File: src/core/pdp_pkg.sv
// package for the serially programmed divider chain and phase/frequency detector
// Behaviour
// - 16-bit frame ending with control bit high loads 15 bits into reference latch
// - prescaler divides 128/129 when modulus select is 0, 64/65 when 1
// - 19-bit frame ending with control bit low loads 18 bits into main latch
// - swallow count is 7 bits in the lowest latch positions, range 0 to 127
// - divided VCO period is P*N+A input cycles; host keeps A below N
// - 14-bit reference counter divides oscillator by latched reference divisor
// - one data bit shifts in on each serial clock rising edge
// - detector acts only on leading edges of both divided signals
// - polarity high, VCO faster: VCO-side drive high, reference-side pulses high
// - polarity high, VCO slower: reference-side drive low, VCO-side pulses low
// - polarity low swaps the two non-locked responses
// - in lock VCO-side drive stays high, reference-side low, except spikes
// - correction pulse widens with phase error, at least half duty at 180 degrees
// - out of lock, polarity select inverts both drives and the internal pump together
// - compared edges in phase still give short spikes, removing the dead band
// - shift register moves to selected latch while load strobe is high
// - lock flag is NOR of detector up and down, idles high
// - monitor carries divided reference when polarity high, divided VCO when low
// - bypass pump follows internal pump while strobe high, else high impedance
package pdp_pkg;
   localparam int REF_DIV_W = 14;
   localparam int MAIN_DIV_W = 11;
   localparam int SWALLOW_W = 7;
   localparam int SHIFT_W = 19;
   localparam int PRESC_W = 8;
   // frame field positions, control bit in position 0
   localparam int CTRL_POS = 0;
   localparam int REF_LSB = 1;
   localparam int MAIN_LSB = 1;
   localparam logic [PRESC_W-1:0] PRESC_LARGE = 8'h80;
   localparam logic [PRESC_W-1:0] PRESC_SMALL = 8'h40;
   localparam logic [REF_DIV_W-1:0] REF_DIV_RST = 14'h0008;
   localparam logic [MAIN_DIV_W-1:0] MAIN_DIV_RST = 11'h010;
   localparam logic [SWALLOW_W-1:0] SWALLOW_RST = 7'h00;
   localparam logic PRESC_SEL_RST = 1'b0;

   typedef struct packed {
      logic [REF_DIV_W-1:0] ref_div;
      logic presc_sel;
   } pdp_ref_latch_t;

   typedef struct packed {
      logic [MAIN_DIV_W-1:0] main_div;
      logic [SWALLOW_W-1:0] swallow;
   } pdp_main_latch_t;

   localparam pdp_ref_latch_t REF_LATCH_RST = '{ref_div: REF_DIV_RST, presc_sel: PRESC_SEL_RST};
   localparam pdp_main_latch_t MAIN_LATCH_RST = '{main_div: MAIN_DIV_RST, swallow: SWALLOW_RST};
endpackage : pdp_pkg

File: src/core/pdp_top.sv
// serial programming, dividers, phase/frequency detector and pump drives
`timescale 1ns/100ps
module pdp_top (
   input wire logic i_clk,
   input wire logic i_srst,
   input wire logic i_ser_data,
   input wire logic i_ser_clk,
   input wire logic i_latch_load_strobe,
   input wire logic i_phase_polarity_select,
   input wire logic i_ref_osc,
   input wire logic i_vco_in,
   output logic o_phase_ref_drive,
   output logic o_phase_vco_drive,
   output logic o_pump_out,
   output logic o_pump_oe,
   output logic o_bypass_pump_output,
   output logic o_bypass_pump_output_oe,
   output logic o_lock_flag_out,
   output logic o_divider_monitor,
   output pdp_pkg::pdp_ref_latch_t o_ref_latch,
   output pdp_pkg::pdp_main_latch_t o_main_latch
);
   import pdp_pkg::*;

   function automatic logic rise(input logic cur, input logic prev);
      return cur & ~prev;
   endfunction : rise

   logic ser_clk_q_ff, ref_osc_q_ff, vco_q_ff;
   logic [SHIFT_W-1:0] shift_ff;
   pdp_ref_latch_t ref_latch_ff;
   pdp_main_latch_t main_latch_ff;
   logic [REF_DIV_W-1:0] ref_cnt_ff;
   logic [PRESC_W-1:0] presc_cnt_ff;
   logic [MAIN_DIV_W-1:0] main_cnt_ff;
   logic [SWALLOW_W-1:0] swallow_cnt_ff;
   logic divided_reference_ff, divided_vco_ff, fr_q_ff, fp_q_ff;
   logic vco_lead_ff, ref_lead_ff;

   wire ser_edge = rise(i_ser_clk, ser_clk_q_ff);
   wire ref_edge = rise(i_ref_osc, ref_osc_q_ff);
   wire vco_edge = rise(i_vco_in, vco_q_ff);
   wire fr_edge = rise(divided_reference_ff, fr_q_ff);
   wire fp_edge = rise(divided_vco_ff, fp_q_ff);
   wire ctrl_bit = shift_ff[CTRL_POS];
   wire load_ref = i_latch_load_strobe & ctrl_bit;
   wire load_main = i_latch_load_strobe & ~ctrl_bit;
   wire pdp_ref_latch_t shift_ref = shift_ff[REF_LSB +: $bits(pdp_ref_latch_t)];
   wire pdp_main_latch_t shift_main = shift_ff[MAIN_LSB +: $bits(pdp_main_latch_t)];
   wire ref_wrap = ref_edge && (ref_cnt_ff <= 14'h0001);
   wire [PRESC_W-1:0] presc_base = ref_latch_ff.presc_sel ? PRESC_SMALL : PRESC_LARGE;
   wire swallowing = (swallow_cnt_ff != 7'h00);
   wire [PRESC_W-1:0] presc_last = swallowing ? presc_base : presc_base - 8'h01;
   wire presc_wrap = vco_edge && (presc_cnt_ff == presc_last);
   wire main_wrap = presc_wrap && (main_cnt_ff <= 11'h001);
   // a fresh edge wins over the spike clear so that no compared edge is lost
   wire nxt_vco_lead = fp_edge | (vco_lead_ff & ~(vco_lead_ff & ref_lead_ff));
   wire nxt_ref_lead = fr_edge | (ref_lead_ff & ~(vco_lead_ff & ref_lead_ff));
   wire pol = i_phase_polarity_select;
   wire nxt_phase_ref = pol ? vco_lead_ff : ref_lead_ff;
   wire nxt_phase_vco = pol ? ~ref_lead_ff : ~vco_lead_ff;
   wire pump_active = vco_lead_ff ^ ref_lead_ff;
   wire nxt_pump_val = pol ? ref_lead_ff : vco_lead_ff;

   always_ff @(posedge i_clk) begin
      if (i_srst) begin
         ser_clk_q_ff <= 1'b0;
         ref_osc_q_ff <= 1'b0;
         vco_q_ff <= 1'b0;
         shift_ff <= '0;
         fr_q_ff <= 1'b0;
         fp_q_ff <= 1'b0;
      end else begin
         ser_clk_q_ff <= i_ser_clk;
         ref_osc_q_ff <= i_ref_osc;
         vco_q_ff <= i_vco_in;
         if (ser_edge) begin
            shift_ff <= {shift_ff[SHIFT_W-2:0], i_ser_data};
         end
         fr_q_ff <= divided_reference_ff;
         fp_q_ff <= divided_vco_ff;
      end
   end

   always_ff @(posedge i_clk) begin
      if (i_srst) begin
         ref_latch_ff <= REF_LATCH_RST;
         main_latch_ff <= MAIN_LATCH_RST;
      end else begin
         if (load_ref) begin
            ref_latch_ff <= shift_ref;
         end
         if (load_main) begin
            main_latch_ff <= shift_main;
         end
      end
   end

   // reference divider: counts oscillator edges down from the divisor
   always_ff @(posedge i_clk) begin
      if (i_srst) begin
         ref_cnt_ff <= REF_DIV_RST;
         divided_reference_ff <= 1'b0;
      end else begin
         if (ref_wrap) begin
            ref_cnt_ff <= ref_latch_ff.ref_div;
         end else if (ref_edge) begin
            ref_cnt_ff <= ref_cnt_ff - 14'h0001;
         end
         divided_reference_ff <= ref_cnt_ff > (ref_latch_ff.ref_div >> 1);
      end
   end

   // pulse swallow: first A prescaler cycles run at P+1, the rest at P
   always_ff @(posedge i_clk) begin
      if (i_srst) begin
         presc_cnt_ff <= '0;
         main_cnt_ff <= MAIN_DIV_RST;
         swallow_cnt_ff <= SWALLOW_RST;
         divided_vco_ff <= 1'b0;
      end else begin
         if (presc_wrap) begin
            presc_cnt_ff <= '0;
         end else if (vco_edge) begin
            presc_cnt_ff <= presc_cnt_ff + 8'h01;
         end
         if (main_wrap) begin
            main_cnt_ff <= main_latch_ff.main_div;
            swallow_cnt_ff <= main_latch_ff.swallow;
         end else if (presc_wrap) begin
            main_cnt_ff <= main_cnt_ff - 11'h001;
            swallow_cnt_ff <= swallowing ? swallow_cnt_ff - 7'h01 : swallow_cnt_ff;
         end
         divided_vco_ff <= main_cnt_ff > (main_latch_ff.main_div >> 1);
      end
   end

   // detector: a lead flag stays set from its edge until the other edge arrives,
   // so the pulse width tracks phase error; both set for one cycle is the spike
   always_ff @(posedge i_clk) begin
      if (i_srst) begin
         vco_lead_ff <= 1'b0;
         ref_lead_ff <= 1'b0;
      end else begin
         vco_lead_ff <= nxt_vco_lead;
         ref_lead_ff <= nxt_ref_lead;
      end
   end

   always_ff @(posedge i_clk) begin
      if (i_srst) begin
         o_phase_ref_drive <= 1'b0;
         o_phase_vco_drive <= 1'b1;
         o_pump_out <= 1'b0;
         o_pump_oe <= 1'b0;
         o_bypass_pump_output <= 1'b0;
         o_bypass_pump_output_oe <= 1'b0;
         o_lock_flag_out <= 1'b1;
         o_divider_monitor <= 1'b0;
         o_ref_latch <= REF_LATCH_RST;
         o_main_latch <= MAIN_LATCH_RST;
      end else begin
         o_phase_ref_drive <= nxt_phase_ref;
         o_phase_vco_drive <= nxt_phase_vco;
         o_pump_out <= nxt_pump_val;
         o_pump_oe <= pump_active;
         o_bypass_pump_output <= nxt_pump_val;
         o_bypass_pump_output_oe <= pump_active & i_latch_load_strobe;
         o_lock_flag_out <= ~(vco_lead_ff | ref_lead_ff);
         o_divider_monitor <= pol ? divided_reference_ff : divided_vco_ff;
         o_ref_latch <= ref_latch_ff;
         o_main_latch <= main_latch_ff;
      end
   end
endmodule : pdp_top

File: config.mk
export PLATFORM = sky130hd
export DESIGN_NAME = pdp_top
export DESIGN_NICKNAME = d
export VERILOG_FILES = /design/src/core/pdp_pkg.sv /design/src/core/pdp_top.sv
export SDC_FILE = /design/constraint.sdc
export NUM_CORES = 1
export LEC_CHECK = 0
export BUFFER_PORTS_ARGS = -buffer_cell sky130_fd_sc_hd__buf_2
export CAP_MARGIN = 20
export CORE_MARGIN = 2
export CORE_UTILIZATION = 40
export DETAILED_ROUTE_END_ITERATION = 8
export PLACE_DENSITY = 0.69
export SLEW_MARGIN = 20
export SYNTH_ARGS = -nofsm -noshare
export SYNTH_HDL_FRONTEND = slang
export SYNTH_SLANG_ARGS = --single-unit
File: constraint.sdc
create_clock -name i_clk -period 4.1 [get_ports i_clk]
set_clock_uncertainty 0.05 [all_clocks]
set_input_delay 0.205 -clock i_clk [delete_from_list [all_inputs] [get_ports i_clk]]
set_output_delay 0.205 -clock i_clk [all_outputs]
set_load 0.02 [all_outputs]
Word level (Yosys, flattened, before mapping):

Cells that the tools add are included.

* add/sub/neg operators: 5
* order comparisons: 4
* eq/ne operators: 1
* mux-type cells: 13
* bitwise logic cells: 25
* reductions and logical operators: 9

Operators with widths (number)
* 2-to-1 mux 14 bit: 2
* 2-to-1 mux 11 bit: 2
* 2-to-1 mux 7 bit: 3
* 2-to-1 mux 8 bit: 2
* > comparator 14 x 13 -> 1 bit: 1
* <= comparator 14 x 1 -> 1 bit (second input constant): 1
* subtractor 14 x 1 -> 14 bit (second input constant): 1
* bitwise AND 1 bit: 11
* > comparator 11 x 10 -> 1 bit: 1
* <= comparator 11 x 1 -> 1 bit (second input constant): 1
* subtractor 11 x 1 -> 11 bit (second input constant): 1
* NOT 1 bit: 10
* adder 8 x 1 -> 8 bit (second input constant): 1
* equality test 8 bit: 1
* subtractor 8 x 1 -> 8 bit (second input constant): 1
* nonzero test 7 bit: 1
* subtractor 7 x 1 -> 7 bit (second input constant): 1
* nonzero test 2 bit: 3
* 2-to-1 mux 1 bit: 4
* logical AND 1 bit: 3
* OR 1 bit: 3
* AND reduction 2 bit: 1
* OR reduction 2 bit: 1
* bitwise XOR 1 bit: 1

* flip-flop bits (word level): 141
* word-level logic and storage cells: 86

Logic depth before layout (Yosys ltp):

Gate-level depths: netlist (run 1).

* depth in word-level cells: 8
* depth in mapped cells: 12
* depth with buffers taken out: 10

Worst setup path before layout (run 1):

No wires, ideal clock.

* kind: register to register
* start point: register swallow_cnt_ff[0]
* end point: register main_cnt_ff[10]
* data arrival time: 2.429 ns
* required time: 3.918 ns
* setup slack: 1.489 ns
* cell stages (with the launch flop): 12
* buffers on the path: 1
* period minus slack after synthesis: 2.611 ns
* cell sequence: dfxtp_1 -> inv_1 -> ha_1 -> nor2b_1 -> nand3_1 -> ha_1 -> xnor2_1 -> nand3_1 -> or4b_1 -> buf_2 -> nor4_1 -> o32ai_1

* longest elaborated chain between the ends: 6
* elaborated cells between the ends (all ways): 7
* those cells by class: eq/ne (1); mux (2); reduce/logical (4)

RTL lines
* start: declaration: line pdp_top.sv:36 `logic [SWALLOW_W-1:0] swallow_cnt_ff;`
* start signal: assignment: line pdp_top.sv:129 `swallow_cnt_ff <= main_latch_ff.swallow;`
* start signal: assignment: line pdp_top.sv:132 `swallow_cnt_ff <= swallowing ? swallow_cnt_ff - 7'h01 : swallow_cnt_ff;`
* nonzero test 7 bit *: line pdp_top.sv:52 `wire swallowing = (swallow_cnt_ff != 7'h00);`
* 2-to-1 mux 8 bit *: line pdp_top.sv:53 `wire [PRESC_W-1:0] presc_last = swallowing ? presc_base : presc_base - 8'h01;`
* equality test 8 bit *: line pdp_top.sv:54 `wire presc_wrap = vco_edge && (presc_cnt_ff == presc_last);`
* logical AND 1 bit *: line pdp_top.sv:54
* logical AND 1 bit: line pdp_top.sv:55 `wire main_wrap = presc_wrap && (main_cnt_ff <= 11'h001);`
* 2-to-1 mux 11 bit or nonzero test 2 bit (tied branches)
* end signal: assignment: line pdp_top.sv:128 `main_cnt_ff <= main_latch_ff.main_div;`
* end signal: assignment: line pdp_top.sv:131 `main_cnt_ff <= main_cnt_ff - 11'h001;`
* end: declaration: line pdp_top.sv:35 `logic [MAIN_DIV_W-1:0] main_cnt_ff;`

Mark *: on every way between the ends. The rest lies on a longest branch, timed or not.
A chain may end at the register's enable or synchronous reset.

Final worst setup path (run 1):

* start point: register swallow_cnt_ff[0]
* end point: register swallow_cnt_ff[4]

* longest elaborated chain between the ends: 7
* elaborated cells between the ends (all ways): 12
* those cells by class: add/sub (1); eq/ne (1); mux (4); reduce/logical (6)

RTL lines (line)
* nonzero test 7 bit: pdp_top.sv:52
* 2-to-1 mux 8 bit: pdp_top.sv:53
* equality test 8 bit: pdp_top.sv:54
* logical AND 1 bit: pdp_top.sv:54
* logical AND 1 bit: pdp_top.sv:55
* nonzero test 2 bit (no line)
* AND reduction 2 bit (no line)

Several ways; a longest one is shown, not always the timed one. The select of a mux whose other input is x is not followed.

==> summary.md, run 1 <==
| Metric | Value |
|---|---|
| CTS tree | `done` |
| Met3 WL | `614 µm` |
| Metal-1 WL | `6.432 mm` |
| Max FO, Critical Path | `14` |
| CTS Buf Count | `17` |
| Synth-to-layout area growth | `16.41%` |
| Worst-path clk slew | `60 ps` |
| Clock sinks | `141` |
| Synth area leaders | `dfxtp_1 (46%), nand2_1 (8.9%), a21oi_1 (7.1%), ha_1 (6.8%), nor2_1 (3.8%)` |
| Slowest stage cell, crit path | `nor2_1` |
| Largest net degree at the start of global routing | `100` |
| Worst vdd ir | `284.8 µV` |
| Max-Cap Viols | `0` |
| Utilization after layout | `0.4724` |
| Placer Congestion | `0.8658` |
| Vias post-DR | `5109` |
| Antenna violations before repair | `0` |
| Required @ worst endpoint | `4360 ps` |
| Count of input and output buffers | `48` |
| Root Buffer | `clkbuf_16` |
| Final period demand of the worst path | `3092 ps` |
| Synth warnings | `0` |
| Final Hold Fails | `0` |
| Final setup fails | `0` |
| CP Cell Sequence | `inv_1 > ha_1 > nor2b_1 > nand3_1 > ha_1 > xnor2_1 > nand3_1 > nor2_1 > nand2_1 > o221a_2` |
| Die area | `0.01626 mm²` |
| Top cells by count, synth | `nand2_1 (144), dfxtp_1 (141), a21oi_1 (87), nor2_1 (61), inv_1 (41)` |
| Nets@finish | `823` |
| Worst Tran Pin Value | `984.5 ps` |
| RSZ-0062 raised after global routing | `no` |
| Post_cts resized | `0` |
| Status | `finished, final reports clean` |
| Fmax | `323.4 MHz` |
| Number of global-route vias before repair | `4629` |
| Final worst-path cycle share | `0.7543` |
| Drt pass-1 iters | `5` |
| Predominant post-synthesis flop cell | `dfxtp_1` |
| Post-synthesis register bit count | `141` |
| Hold Path Class | `in2reg` |
| Layout cells sized above 1 | `0.1195` |
| Area fraction of the dominant cell type after synthesis | `0.4627` |
| Seq/Total Area, Yosys | `0.4627` |
| Core region area | `0.01503 mm²` |
| Cell taking the most area after synthesis | `dfxtp_1` |
| Worst path arrival time | `3360 ps` |
| Die H | `127.5 µm` |
| Mapped Nets | `786` |
| Crit path kind | `reg2reg` |
| Dpl hpwl | `9.294 mm` |
| P per Cell Area | `456.9 mW/mm²` |
| Syn Area/Cell | `8.189 µm²` |
| GRT Util Overall | `0.1729` |
| Slew Viols, Final | `0` |
| H-tree depth | `4` |
| Row cnt | `45` |
| First DRT Iteration DRCs | `330` |
| Design area | `0.007102 mm²` |
| Max-slew headroom | `0.3437` |
| Met2 WL | `6.285 mm` |
| Worst skew pair latency | `430 ps` |
| Post-synth EDFFs | `0` |
| Cells after Synth | `745` |
| Worst setup SP type | `flip-flop` |
| Vias per cell | `5.197` |
| Die width | `127.5 µm` |
| Delay of the slowest critical-path stage | `750 ps` |
| WL final | `13.58 mm` |
| Ports | `49` |
| Avg WL per Cell | `13.81 µm` |
| Distinct cells, synth | `56` |
| ANT cells | `0` |
| Area after DPL | `0.006465 mm²` |
| Clk buf depth | `2` |
| Pleak | `0.002773 µW` |
| Final worst slack | `1008 ps` |
| DR top layer | `met4` |
| Ys async rst share | `0` |
| CP Capture Type | `flip-flop` |
| Dpl ws | `1012 ps` |
| TNS Setup | `0 ps` |
| Final ANT Viol Nets | `0` |
| Number of remaining DRC errors | `0` |
| Gr ovfl total | `0` |
| Synth Cell Area | `0.006101 mm²` |
| Starting Density | `0.4058` |
| Global-route wire length before repair | `22.35 mm` |
| Top-count cell post-synth | `nand2_1` |
-- layout by cell type (no fill, tap or decap), types with 7 or more instances in the layout --
cell / netlist / routed
nand2_1: 144 / 144
dfxtp_1: 141 / 141
a21oi_1: 87 / 87
nor2_1: 61 / 61
buf_2: 1 / 47
inv_1: 41 / 41
ha_1: 33 / 33
nor2b_1: 28 / 28
nor3_1: 19 / 19
o21ai_0: 18 / 18
clkbuf_16: 0 / 17
nand3_1: 14 / 14
nand2b_1: 10 / 10
nor4_1: 10 / 10
a21o_1: 8 / 8
xnor2_1: 8 / 8
nand4_1: 7 / 7
-- cells by family after synthesis --
family | after synthesis | share of synthesized area
fa+ha+maj | 33 | 0.06768
xor+xnor | 12 | 0.01723
compound gates | 153 | 0.1489
flops | 141 | 0.4627
simple gates | 318 | 0.2393
buf+inv | 80 | 0.05004
mux | 8 | 0.01415
-- critical path: cells and delay by family (launching register included) --
kind	cells	cell delay [ps]
compound gates	1	290
xor+xnor	1	150
fa+ha+maj	2	560
buf+inv	1	110
flops	1	310
simple gates	5	1520
-- through the flow --
step                instances  power (µW)  hold WS (ps)
finish                    983        3245         51.50
global placement          947        1736         380.9
CTS                       983        3273         39.42
global route              983        3379         53.47
floorplan                 745        1675         276.7
detailed placement        947        1741         388.0
-- per-layer routing --
metal,vias up,track usage
li1,2590,-
met1,2387,0.2261
met2,112,0.2699
met3,20,0.04355
met4,0,0.07757
met5,-,0
-- state kept, by name, indices dropped and copies added (netlist names), 7 cells and up --
name            cells
ref_cnt_ff         14
o_main_latch       18
presc_cnt_ff        8
ref_latch_ff       15
main_latch_ff      18
shift_ff           19
o_ref_latch        15
swallow_cnt_ff      7
main_cnt_ff        11
-- timing repair --
| action | 4_1_cts | 5_1_grt |
|---|---|---|
| hold buffers | 4 | 0 |
| buffers inserted | 0 | 0 |
| endpoints found under the hold margin | 4 | 0 |
-- power by group --
group / leakage, µW / total (µW) / switching, µW / internal (µW)
Combinational: 0.00134 / 274 / 168 / 106
Clock: 0.000292 / 1530 / 570 / 956
Sequential: 0.00114 / 1440 / 33.8 / 1410
-- area by class of cell --
class                   instances  area, µm²
clock buffers                  22      484.2
flip-flops and latches        141       2823
inverters                      41      153.9
fillers                      1446       7931
repair buffers                 57      320.3
clock inverters                10      112.6
well taps                     188      235.2
multi-input cells             524       2973
-- final timing paths --
check	from	end	slack, ps	cells past startpoint
max	swallow_cnt_ff[0]	swallow_cnt_ff[4]	1010	10
min reg2reg	shift_ff[18]	main_latch_ff[17]	400	2
max reg2reg	swallow_cnt_ff[0]	swallow_cnt_ff[4]	1010	10
min	i_phase_polarity_select	o_divider_monitor	50	3
No activity file was read; power rests on OpenSTA's default activity.
==> run 2, diff against run 1 <==
- ABC_AREA: not set -> 1
- PLACE_DENSITY: 0.69 -> 0.71
- clock period: 4.1 -> 2.7 ns (I/O delays scaled with it)
==> summary.md, run 2 <==
| Metric | Value |
|---|---|
| Synth-to-layout area growth | `16.77%` |
| Top cells by count, synth | `dfxtp_1 (141), nor2_1 (132), nand2_1 (117), inv_1 (97), a21oi_1 (74)` |
| Die H | `129.0 µm (+1.2%)` |
| Count of input and output buffers | `48 (unchanged)` |
| WL final | `13.92 mm (+2.5%)` |
| Gr ovfl total | `0 (unchanged)` |
| Commonest non-fill, non-tap cell in the layout | `dfxtp_1` |
| Clock sinks | `141 (unchanged)` |
| GRT met1 Usage | `0.2227 (-0.003435)` |
| Final ANT Viol Nets | `0 (unchanged)` |
| Hold Path Class | `in2reg` |
| Distinct cells, synth | `33 (-41%)` |
| Worst setup SP type | `flip-flop` |
| Layout cells sized above 1 | `0.1209 (+0.001444)` |
| Max-slew headroom | `0.4406 (+0.09695)` |
| Final period demand of the worst path | `2497 ps (-595.2 ps)` |
| Vias per cell | `4.822 (-7.2%)` |
| Post-synth EDFFs | `0 (unchanged)` |
| Status | `finished, final reports clean` |
| Syn Area/Cell | `7.533 µm² (-8.0%)` |
| GR peak layer | `met2` |
| Global-route wire length before repair | `23.27 mm (+4.1%)` |
| Worst Tran Pin Value | `838.1 ps (-146.4 ps)` |
| Biggest register | `shift_ff` |
| Number of global-route vias before repair | `4892 (+5.7%)` |
| Root Buffer | `clkbuf_16` |
| Delay of the slowest critical-path stage | `360 ps (-390 ps)` |
| H-tree depth | `4 (unchanged)` |
| Max-Cap Viols | `0 (unchanged)` |
| P per Cell Area | `685.9 mW/mm² (+50%)` |
| Predominant post-synthesis flop cell | `dfxtp_1` |
| Starting Density | `0.4098 (+0.003932)` |
| CP Capture Type | `flip-flop` |
| Row cnt | `45 (unchanged)` |
| Antenna violations before repair | `0 (unchanged)` |
| Cells after Synth | `830 (+11%)` |
| Pleak | `0.003363 µW (+21%)` |
| Worst vdd ir | `430.4 µV (+51%)` |
| Nets@finish | `921 (+12%)` |
| Avg WL per Cell | `12.61 µm (-8.8%)` |
| CTS tree | `done` |
| Grt met3 use | `0.05491 (+0.01136)` |
| Placer Congestion | `0.8797 (+1.6%)` |
| Crit path kind | `reg2reg` |
| Slew Viols, Final | `0 (unchanged)` |
| Largest net degree at the start of global routing | `69 (-31%)` |
| Cell family with most CP delay | `simple AND/OR/NAND/NOR gates` |
| ANT cells | `0 (unchanged)` |
| Ports | `49 (unchanged)` |
| Ys async rst share | `0 (unchanged)` |
| Most frequent cells in the layout | `dfxtp_1 (141), nor2_1 (132), nand2_1 (117)` |
| Number of remaining DRC errors | `0 (unchanged)` |
| Seq/Total Area, Yosys | `0.4515 (-0.01120)` |
| Synth Cell Area | `0.006252 mm² (+2.5%)` |
| Max reg flops | `19 (unchanged)` |
| Clk buf depth | `2 (unchanged)` |
| Final Hold Fails | `0 (unchanged)` |
| # Post-CTS Setup Buffers | `0 (unchanged)` |
| Mapped Nets | `871 (+11%)` |
| Critical path buffers and inverters | `3 (+2)` |
| CP Cell Sequence | `inv_1 > ha_1 > inv_1 > nor2_1 > nand3_2 > ha_1 > xor2_1 > nor2_2 > nand3_4 > nand2_2 > inv_2 > o21ai_0 > a21oi_1` |
| Final Power | `5008 µW (+54%)` |
| Required @ worst endpoint | `2950 ps (-1410 ps)` |
| Final setup fails | `0 (unchanged)` |
| Final worst-path cycle share | `0.9249 (+0.1706)` |
| Largest registers | `shift_ff x19, main_latch_ff x18, o_main_latch x18` |
| Vias post-DR | `5323 (+4.2%)` |
| Drt pass-1 iters | `4 (-1)` |
| Die area | `0.01665 mm² (+2.4%)` |
| Worst path arrival time | `2750 ps (-610 ps)` |
| Area fraction of the dominant cell type after synthesis | `0.4515 (-0.01120)` |
| Core region area | `0.01526 mm² (+1.5%)` |
| Cell taking the most area after synthesis | `dfxtp_1` |
| Worst skew pair latency | `420 ps (about the same)` |
| Slowest stage cell, crit path | `ha_1` |
| Die width | `129.0 µm (+1.2%)` |
| Worst-path clk slew | `60 ps (about the same)` |
| TNS Setup | `0 ps (unchanged)` |
| Top-count cell post-synth | `dfxtp_1` |
| CTS Buf Count | `17 (unchanged)` |
| First DRT Iteration DRCs | `269 (-18%)` |
| Synth warnings | `0 (unchanged)` |
| RSZ-0062 raised after global routing | `no` |
| Max FO, Critical Path | `13 (-1)` |
| Routing usage on met2 | `0.2898 (+0.01986)` |
| Fmax | `400.4 MHz (+24%)` |
| Post-synthesis register bit count | `141 (unchanged)` |
| Synth area leaders | `dfxtp_1 (45%), nor2_1 (7.9%), nand2_1 (7.0%), ha_1 (6.6%), a21oi_1 (5.9%)` |
| GRT Util Overall | `0.1759 (+0.002991)` |
| Dpl hpwl | `9.840 mm (+5.9%)` |
[run 2: cell count changes after synthesis, moves of 27 or more]
cell / previous run / this run
inv_1: 41 / 97
nand2_1: 144 / 117
nand3_1: 14 / 50
nor2_1: 61 / 132
nor2b_1: 28 / 0
o21ai_0: 18 / 71
[run 2: worst reg2reg max path, delay by kind of cell (launching register included)]
kind / cells / cell delay, ps
XOR/XNOR: 1 / 160
adder cells (fa/ha/maj): 2 / 620
flip-flops: 1 / 290
AND/OR/NAND/NOR: 5 / 860
AO/OA/AOI/OAI: 2 / 140
buffers and inverters: 3 / 280
[run 2: final cells by class]
class | count | area, µm²
inverter | 103 | 386.6
clock buffer | 19 | 442.9
clock inverter | 13 | 115.1
fill | 1508 | 7958
timing repair buffer | 60 | 345.3
sequential | 141 | 2823
tap | 211 | 264.0
multi-input combinational | 557 | 2924
[run 2: path summary, 6_finish.rpt]
path                          start               end  slack, ps  cells after the start
setup / recovery  swallow_cnt_ff[0]   presc_cnt_ff[3]        200                     13
hold / removal               i_srst  o_main_latch[13]        270                      3
setup reg to reg  swallow_cnt_ff[0]   presc_cnt_ff[3]        200                     13
hold reg to reg    main_latch_ff[0]   o_main_latch[0]        400                      2
[run 2: repair_timing]
action | in CTS | in global routing
endpoints found under the setup margin | 0 | 2
hold buffers | 6 | 0
hold endpoints to repair | 9 | 0
gates resized for setup | 0 | 1
[run 2: through the flow]
stage	worst slack (ps)	instances	instance area [µm²]	util	hold WS, ps
6_report	202.7	1104	7301	0.4785	271.4
5_1_grt	16.32	1104	7301	0.4785	323.3
4_1_cts	187.5	1104	7293	0.4780	265.9
3_5_place_dp	187.2	1066	6675	0.4375	312.5
3_3_place_gp	273.0	1066	6675	0.4375	299.6
2_1_floorplan	488.2	830	6252	-	168.4
[run 2: cell families (layout without fill, tap and decap cells)]
logic type / count (synthesis) / in the layout / synth area share
flip-flops: 141 / 141 / 0.4515
AO/OA/AOI/OAI: 173 / 173 / 0.1455
adder cells (fa/ha/maj): 33 / 33 / 0.06604
AND/OR/NAND/NOR: 332 / 332 / 0.2283
XOR/XNOR: 19 / 19 / 0.02662
buffers and inverters: 132 / 195 / 0.08205
[run 2: metal layers]
layer	wire [µm]	vias to the layer above
met5	0	-
met4	113	0
met3	500	9
met2	6644	73
met1	6657	2454
li1	-	2787
[run 2: where the power goes]
part	internal, µW	total (µW)	switching, µW
combinational	186	556	369
clock	1290	2180	886
sequential	2200	2280	71.3
total	3680	5010	1330
